===== config.mk =====
export PLATFORM = sky130hd
export DESIGN_NAME = slqs_top
export DESIGN_NICKNAME = d
export VERILOG_FILES = /design/src/slqs_pkg.sv /design/src/slqs_top.sv /design/src/slqs_preset.sv
export SDC_FILE = /design/constraint.sdc
export NUM_CORES = 1
export LEC_CHECK = 0
export BUFFER_PORTS_ARGS = -buffer_cell sky130_fd_sc_hd__buf_2
export CORE_AREA = 5 5 61 63
export DETAILED_ROUTE_END_ITERATION = 6
export DIE_AREA = 0 0 66 68
export GPL_ROUTABILITY_DRIVEN = 0
export PLACE_DENSITY = 0.76
export SLEW_MARGIN = 25
export SYNTH_ARGS = -nofsm -noshare
export SYNTH_HDL_FRONTEND = slang
export SYNTH_SLANG_ARGS = --single-unit

===== constraint.sdc =====
create_clock -name clk -period 1.1 [get_ports clk]
set_input_delay 0.11 -clock clk [delete_from_list [all_inputs] [get_ports clk]]
set_output_delay 0.11 -clock clk [all_outputs]
set_load 0.005 [all_outputs]

===== src/slqs_pkg.sv =====
// shared constants and types for the serial link quick setup block
package slqs_pkg;

  // register-port geometry
  localparam int unsigned ADDR_W_DEF = 13;
  localparam int unsigned DATA_W     = 8;

  // register offsets
  localparam logic [12:0] OFS_QUICK_SETUP = 13'h05e;
  localparam logic [12:0] OFS_LINK_MODE   = 13'h063;
  localparam logic [12:0] OFS_LANE_COUNT  = 13'h06e;
  localparam logic [12:0] OFS_LINK_PARM_A = 13'h072;
  localparam logic [12:0] OFS_LINK_PARM_B = 13'h073;

  // field widths, all fields sit at bit 0
  localparam int unsigned MODE_W  = 4;
  localparam int unsigned LANES_W = 5;
  localparam int unsigned PARM_W  = 5;
  localparam int unsigned FIELD_LSB = 0;

  // reset and readback values
  localparam logic [7:0] QUICK_SETUP_RST = 8'h00;
  localparam logic [7:0] QUICK_READBACK  = 8'h00;

  // quick setup codes
  localparam logic [7:0] CODE_KEEP     = 8'h00;
  localparam logic [7:0] CODE_RESERVED = 8'h01;
  localparam logic [7:0] CODE_LANES2   = 8'h02;
  localparam logic [7:0] CODE_LANES4   = 8'h04;
  localparam logic [7:0] CODE_LANES6   = 8'h06;
  localparam logic [7:0] CODE_LANES8   = 8'h08;

  // preset field values
  localparam logic [3:0] PRE_MODE_GENERIC = 4'h0;
  localparam logic [4:0] PRE_LANES2       = 5'h01;
  localparam logic [4:0] PRE_LANES4       = 5'h03;
  localparam logic [4:0] PRE_LANES6       = 5'h05;
  localparam logic [4:0] PRE_LANES8       = 5'h07;
  localparam logic [4:0] PRE_PARM_B       = 5'h0b;
  localparam logic [4:0] PRE_PARM_F       = 5'h0f;

  // link control fields overwritten by a preset
  typedef struct packed {
    logic [MODE_W-1:0]  mode;
    logic [LANES_W-1:0] lanes;
    logic [PARM_W-1:0]  parm_a;
    logic [PARM_W-1:0]  parm_b;
  } slqs_cfg_t;

  localparam slqs_cfg_t CFG_RST = '{mode: 4'h0, lanes: 5'h00, parm_a: 5'h00, parm_b: 5'h00};

endpackage


===== src/slqs_top.sv =====
// quick setup register and the link control fields it overwrites
// Operation
// - quick setup register always reads back zero
// - register only overwrites other link fields
// - code 0x00 leaves link fields unchanged
// - code 0x02 loads two-lane generic preset
// - code 0x04 loads four-lane generic preset
// - code 0x06 loads six-lane generic preset
// - code 0x08 loads eight-lane generic preset
// - undefined codes leave link fields unchanged
`timescale 1ns/1ps
module slqs_top
  import slqs_pkg::*;
#(
  parameter int unsigned ADDR_W = slqs_pkg::ADDR_W_DEF
)
(
  input  wire logic                clk,
  input  wire logic                rst,
  input  wire logic                reg_wr,
  input  wire logic                reg_rd,
  input  wire logic [ADDR_W-1:0]   reg_addr,
  input  wire logic [7:0]          reg_wdata,
  output logic      [7:0]          reg_rdata,
  output slqs_pkg::slqs_cfg_t      link_cfg
);

  import slqs_pkg::*;

  generate
    if (ADDR_W < 7 || ADDR_W > 13) begin : g_bad_width
      $error("slqs_top: ADDR_W must lie between 7 and 13");
    end
    // every link field must fit in one register byte
    if (MODE_W > DATA_W || LANES_W > DATA_W || PARM_W > DATA_W) begin : g_bad_field
      $error("slqs_top: a link field is wider than the data byte");
    end
  endgenerate

  slqs_cfg_t    cfg_q;
  slqs_cfg_t    cfg_d;
  slqs_cfg_t    preset_cfg;
  logic         preset_hit;
  logic [7:0]   rdata_q;
  logic [7:0]   rdata_d;
  logic [12:0]  addr_full;
  logic         sel_quick;
  logic         sel_mode;
  logic         sel_lanes;
  logic         sel_parm_a;
  logic         sel_parm_b;

  // zero-extend so the decode compares against the full offsets
  assign addr_full  = 13'(reg_addr);
  assign sel_quick  = (addr_full == OFS_QUICK_SETUP);
  assign sel_mode   = (addr_full == OFS_LINK_MODE);
  assign sel_lanes  = (addr_full == OFS_LANE_COUNT);
  assign sel_parm_a = (addr_full == OFS_LINK_PARM_A);
  assign sel_parm_b = (addr_full == OFS_LINK_PARM_B);

  slqs_preset u_preset (
    .code (reg_wdata),
    .hit  (preset_hit),
    .cfg  (preset_cfg)
  );

  // the quick setup code is never stored: a write acts once and the
  // register falls back to its idle value at once
  always_comb begin
    cfg_d = cfg_q;
    if (reg_wr) begin
      if (sel_quick) begin
        if (preset_hit) begin
          cfg_d = preset_cfg;
        end
        // keep, reserved and unknown codes fall through untouched
      end else if (sel_mode) begin
        cfg_d.mode = reg_wdata[FIELD_LSB +: MODE_W];
      end else if (sel_lanes) begin
        cfg_d.lanes = reg_wdata[FIELD_LSB +: LANES_W];
      end else if (sel_parm_a) begin
        cfg_d.parm_a = reg_wdata[FIELD_LSB +: PARM_W];
      end else if (sel_parm_b) begin
        cfg_d.parm_b = reg_wdata[FIELD_LSB +: PARM_W];
      end
    end
  end

  // link field storage
  always_ff @(posedge clk or posedge rst) begin
    if (rst) begin
      cfg_q <= CFG_RST;
    end else begin
      cfg_q <= cfg_d;
    end
  end

  // read data sees fields as they stand before this cycle's write
  always_comb begin
    rdata_d = 8'h00;
    if (sel_quick) begin
      rdata_d = QUICK_READBACK;
    end else if (sel_mode) begin
      rdata_d = 8'(cfg_q.mode);
    end else if (sel_lanes) begin
      rdata_d = 8'(cfg_q.lanes);
    end else if (sel_parm_a) begin
      rdata_d = 8'(cfg_q.parm_a);
    end else if (sel_parm_b) begin
      rdata_d = 8'(cfg_q.parm_b);
    end
  end

  // read data held until the next read so a slow port can sample it
  always_ff @(posedge clk or posedge rst) begin
    if (rst) begin
      rdata_q <= QUICK_SETUP_RST;
    end else if (reg_rd) begin
      rdata_q <= rdata_d;
    end
  end

  assign reg_rdata = rdata_q;
  assign link_cfg  = cfg_q;

  // checks
  a_quick_reads_zero: assert property (
    @(posedge clk) disable iff (rst)
    (reg_wr && sel_quick) ##1 (reg_rd && sel_quick) |=> (reg_rdata == 8'h00)
  ) else $error("quick setup readback not zero after write");

  a_fields_only_write: assert property (
    @(posedge clk) disable iff (rst)
    !reg_wr |=> (link_cfg == $past(link_cfg))
  ) else $error("link fields changed without a register write");

  a_keep_code_hold: assert property (
    @(posedge clk) disable iff (rst)
    (reg_wr && sel_quick && reg_wdata == 8'h00) |=> $stable(link_cfg)
  ) else $error("code zero altered link fields");

  a_two_lane_load: assert property (
    @(posedge clk) disable iff (rst)
    (reg_wr && sel_quick && reg_wdata == 8'h02) |=>
      (link_cfg.mode == 4'h0 && link_cfg.lanes == 5'h01 && link_cfg.parm_a == 5'h0b && link_cfg.parm_b == 5'h0f)
  ) else $error("two-lane preset wrong");

  a_four_lane_load: assert property (
    @(posedge clk) disable iff (rst)
    (reg_wr && sel_quick && reg_wdata == 8'h04) |=>
      (link_cfg.mode == 4'h0 && link_cfg.lanes == 5'h03 && link_cfg.parm_a == 5'h0b && link_cfg.parm_b == 5'h0f)
  ) else $error("four-lane preset wrong");

  a_six_lane_load: assert property (
    @(posedge clk) disable iff (rst)
    (reg_wr && sel_quick && reg_wdata == 8'h06) |=>
      (link_cfg.mode == 4'h0 && link_cfg.lanes == 5'h05 && link_cfg.parm_a == 5'h0b && link_cfg.parm_b == 5'h0b)
  ) else $error("six-lane preset wrong");

  a_eight_lane_load: assert property (
    @(posedge clk) disable iff (rst)
    (reg_wr && sel_quick && reg_wdata == 8'h08) |=>
      (link_cfg.mode == 4'h0 && link_cfg.lanes == 5'h07 && link_cfg.parm_a == 5'h0b && link_cfg.parm_b == 5'h0f)
  ) else $error("eight-lane preset wrong");

  a_unknown_code_hold: assert property (
    @(posedge clk) disable iff (rst)
    (reg_wr && sel_quick && !(reg_wdata inside {8'h02, 8'h04, 8'h06, 8'h08})) |=> $stable(link_cfg)
  ) else $error("undefined code altered link fields");

  a_reserved_code_hold: assert property (
    @(posedge clk) disable iff (rst)
    (reg_wr && sel_quick && reg_wdata == 8'h01) ##1 (!reg_wr && reg_rd && sel_quick) |=>
      ($stable(link_cfg) && reg_rdata == 8'h00)
  ) else $error("reserved code had an effect");

  a_preset_next_read: assert property (
    @(posedge clk) disable iff (rst)
    (reg_wr && sel_quick && reg_wdata == 8'h04) ##1 (!reg_wr && reg_rd && sel_lanes) |=> (reg_rdata == 8'h03)
  ) else $error("lane count not visible on the next access");

  // read-path and reserved-code checks: a preset must show through the port, not only on link_cfg
  a_quick_read_any: assert property (
    @(posedge clk) disable iff (rst)
    (reg_rd && sel_quick) |=> (reg_rdata == 8'h00)
  ) else $error("quick setup read returned nonzero");

  a_quick_no_rdata: assert property (
    @(posedge clk) disable iff (rst)
    (reg_wr && sel_quick && !reg_rd) |=> $stable(reg_rdata)
  ) else $error("quick setup write disturbed read data");

  a_keep_code_quiet: assert property (
    @(posedge clk) disable iff (rst)
    (reg_wr && sel_quick && reg_wdata == 8'h00 && !reg_rd) |=>
      ($stable(link_cfg) && $stable(reg_rdata))
  ) else $error("code zero had a visible effect");

  a_reserved_no_load: assert property (
    @(posedge clk) disable iff (rst)
    (reg_wr && sel_quick && reg_wdata == 8'h01) |=> $stable(link_cfg)
  ) else $error("reserved code loaded link fields");

  a_two_lane_read: assert property (
    @(posedge clk) disable iff (rst)
    (reg_wr && sel_quick && reg_wdata == 8'h02) ##1 (!reg_wr && reg_rd && sel_parm_b) |=>
      (reg_rdata == 8'h0f)
  ) else $error("two-lane preset not readable");

  a_four_lane_read: assert property (
    @(posedge clk) disable iff (rst)
    (reg_wr && sel_quick && reg_wdata == 8'h04) ##1 (!reg_wr && reg_rd && sel_parm_b) |=>
      (reg_rdata == 8'h0f)
  ) else $error("four-lane preset not readable");

  a_six_lane_read: assert property (
    @(posedge clk) disable iff (rst)
    (reg_wr && sel_quick && reg_wdata == 8'h06) ##1 (!reg_wr && reg_rd && sel_parm_b) |=>
      (reg_rdata == 8'h0b)
  ) else $error("six-lane preset not readable");

  a_eight_lane_read: assert property (
    @(posedge clk) disable iff (rst)
    (reg_wr && sel_quick && reg_wdata == 8'h08) ##1 (!reg_wr && reg_rd && sel_parm_b) |=>
      (reg_rdata == 8'h0f)
  ) else $error("eight-lane preset not readable");

endmodule


===== src/slqs_preset.sv =====
// lookup of quick setup code to preset link field values
`timescale 1ns/1ps
module slqs_preset
  import slqs_pkg::*;
(
  input  wire logic [7:0]          code,
  output logic                     hit,
  output slqs_pkg::slqs_cfg_t      cfg
);

  always_comb begin
    hit = 1'b1;
    cfg = CFG_RST;
    case (code)
      CODE_LANES2: begin
        cfg = '{mode: PRE_MODE_GENERIC, lanes: PRE_LANES2, parm_a: PRE_PARM_B, parm_b: PRE_PARM_F};
      end
      CODE_LANES4: begin
        cfg = '{mode: PRE_MODE_GENERIC, lanes: PRE_LANES4, parm_a: PRE_PARM_B, parm_b: PRE_PARM_F};
      end
      CODE_LANES6: begin
        // six lanes is the one preset with both parameters at 0xb
        cfg = '{mode: PRE_MODE_GENERIC, lanes: PRE_LANES6, parm_a: PRE_PARM_B, parm_b: PRE_PARM_B};
      end
      CODE_LANES8: begin
        cfg = '{mode: PRE_MODE_GENERIC, lanes: PRE_LANES8, parm_a: PRE_PARM_B, parm_b: PRE_PARM_F};
      end
      // keep, reserved and all other codes load nothing
      default: begin
        hit = 1'b0;
      end
    endcase
  end

endmodule


==> summary.txt <==
Worst reg2reg path startpoint = link_cfg[0]
Post-Synth Simple-Gate Area = 23.2%
Worst EP required = 1.31 ns
Vias in the first global route = 1586
Drt via density = 5.48
Avg Synthesized Cell Area = 9.88 um2
Syn-to-layout area delta = 57.1%
Min Tclk post-route = 1.23 ns
Multiplexer area fraction after synthesis = 7.07%
Setup violators final = 16
Synth top area cells = dfrtp_1 42%, mux2_2 3.9%, nand2_1 3.7%
Most frequent cells in the layout = 43 x buf_2, 31 x buf_4, 24 x dfrtp_1, 13 x inv_1, 12 x nand2_1
Netlist area before placement = 1430 um2
DR vias = 1513
Tot Pwr = 1.81 mW
Starting Density = 45.1%
#FFs+latches synth = 24
Largest family of logic cells by synthesized area = simple AND/OR/NAND/NOR gates
Xor and xnor area share after synthesis = 0%
Root buffer cell = clkbuf_4
Post-Synthesis Cells = 145
Gr usage total = 21.5%
Status = complete, but fails checks
Top-area cell type share of the netlist area = 41.9%
VDD IR max = 0.000509 V
Hpwl dp = 3.49 mm
Drt wl/cell = 17.7 um
Clock-pin slew on the worst setup and hold paths = 0.14 ns
Max-Cap Viols = 0
Worst flop-to-flop path endpoint = reg_rdata[0]
Post-route insts no fill = 276
LEAKAGE = 1.11 nW
Critical Path Sink = link_cfg[5]
Fin. Hold Viols = 0
Largest net degree at the start of global routing = 25
Antenna cells = 0
Async set-reset flop share out of synthesis = 100%
Crit path kind = input port to flop
Clock Skews = 0.000655 ns
Cell accounting for the most synthesized area = dfrtp_1
Reg2reg setup slack = 0.07 ns
CP Data Arrival Time = 1.44 ns
Layout cells sized above 1 = 57.8%
R2R cell count = 4
Post-Route WL = 4.89 mm
Most common cell after layout, fill and taps aside = buf_2
Port Buffer Count = 48
Final WS setup = -0.130 ns
Post-synth EDFFs = 0
Post-synthesis compound-gate area fraction = 20.9%
Final period utilization = 112%
Placed insts = 268
Synth Area in Adders = 0%
Clk sinks = 24
Final antenna-violating net count = 0
Pre-CTS WS = -0.459 ns
Worst hold path type = input port to flop
Bufs on Longest Clock Path = 2
Remaining global-route overflow = 0
Die footprint = 4490 um2
Site row count = 21
H-tree depth = 1
Failing checks = negative setup slack
Fmax = 813 MHz
Yosys warnings = 0
Power per Cell Area = 802 nW/um2
Final max-slew violation count = 0
CTS Buf Count = 3
Crit path max fanout = 3
Die H = 68 um
Hold Path Cell Cnt = 2
Antenna violations before repair = 0
CP Launch Point = reg_wdata[1]
Register area share after synthesis = 41.9%
IO Pins = 52
Primary FF master, synth = dfrtp_1
Worst skew pair latency = 0.32 ns
First DRT Iteration DRCs = 62
TritonCTS clock tree = built
Core area = 3180 um2
NumNets Final = 256
Die X = 66 um
CP Launch Type = input port
Hold Worst Slack = 0.0381 ns
First-pass GRT wire length = 7.36 mm
RSZ-0062 raised after global routing = true
Yosys cell types = 52
DRT Pass-1 Iters = 4
Worst Setup End Kind = flop
Post-route DRC = 0
metrics by stage:
step / utilization [%] / instance area, um2 / TNS (ns)
after floorplan: - / 1500 / -1.92
after global placement: 62.8 / 2000 / -8.25
after detailed placement: 62.8 / 2000 / -9.17
after CTS: 67.9 / 2160 / -0.203
after global routing: 70.8 / 2250 / -1.72
final: 70.8 / 2250 / -0.901
cell usage after synthesis, types with 2 or more instances:
cell and number:
o22ai_1 2, o22a_1 6, nor2_1 10, o21ai_0 6
nand4_1 3, o32ai_1 3, nand2_1 14, mux2_2 5
dfrtp_1 24, nor3_1 2, o21a_1 2, a221oi_1 4
mux2i_1 3, and2_1 2, inv_1 13, a21oi_1 5
o21ai_4 2, buf_4 4, nor4_1 2
worst min path at each step:
stage | from | endpoint | slack (ns)
floorplan | rst | link_cfg[0] | 0.12
global placement | rst | link_cfg[6] | 0.16
detailed placement | rst | link_cfg[6] | 0.17
CTS | reg_rd | reg_rdata[1] | 0.02
global route | reg_rd | reg_rdata[3] | 0.05
finish | reg_rd | reg_rdata[1] | 0.04
critical path, stage by stage:
cell	delay, ns
buf_6	0.09
or3_1	0.35
nand4_1	0.23
nor2_4	0.07
buf_4	0.16
o21a_4	0.21
o22a_1	0.20
registers in the layout, summed over array words and instances, names as in the netlist:
name,count
link_cfg,19
reg_rdata,5
power breakdown:
part	internal, mW	total (mW)	switching, mW
clock network	0.369	0.647	0.279
registers	0.885	0.887	0.00239
logic	0.138	0.271	0.133
total	1.39	1.81	0.415
kinds of logic (layout without fill, tap and decap cells):
logic type,after synthesis,after routing
AND/OR/NAND/NOR,53,53
buffers and inverters,19,102
other,1,3
flip-flops,24,24
multiplexers,9,9
AO/OA/AOI/OAI,39,39
per-layer routing:
metal  global-route usage [%]  routed length [um]  part of all wire, %  vias up
li1                         -                   -                    -      696
met1                     24.5                1980                   41      746
met2                     40.2                2550                   52       59
met3                     3.28                 258                  5.3       12
met4                     8.88                  90                  1.8        0
met5                        0                   0                    0        -
final cells by class:
class	count	area (um2)
well taps	46	57.6
clock inverters	1	30.0
repair buffers	85	571
inverters	13	48.8
clock buffers	3	22.5
flip-flops and latches	24	601
fillers	242	928
multi-input cells	104	921
timing repair:
item                                    in CTS  in global routing
pin swaps                                    7                  5
resized for setup                           17                 22
endpoints found under the setup margin      17                 23
hold endpoints to repair                    24                  0
buffers inserted                             3                  0
hold buffers                                 1                  0
No activity file was read; power rests on OpenSTA's default activity.
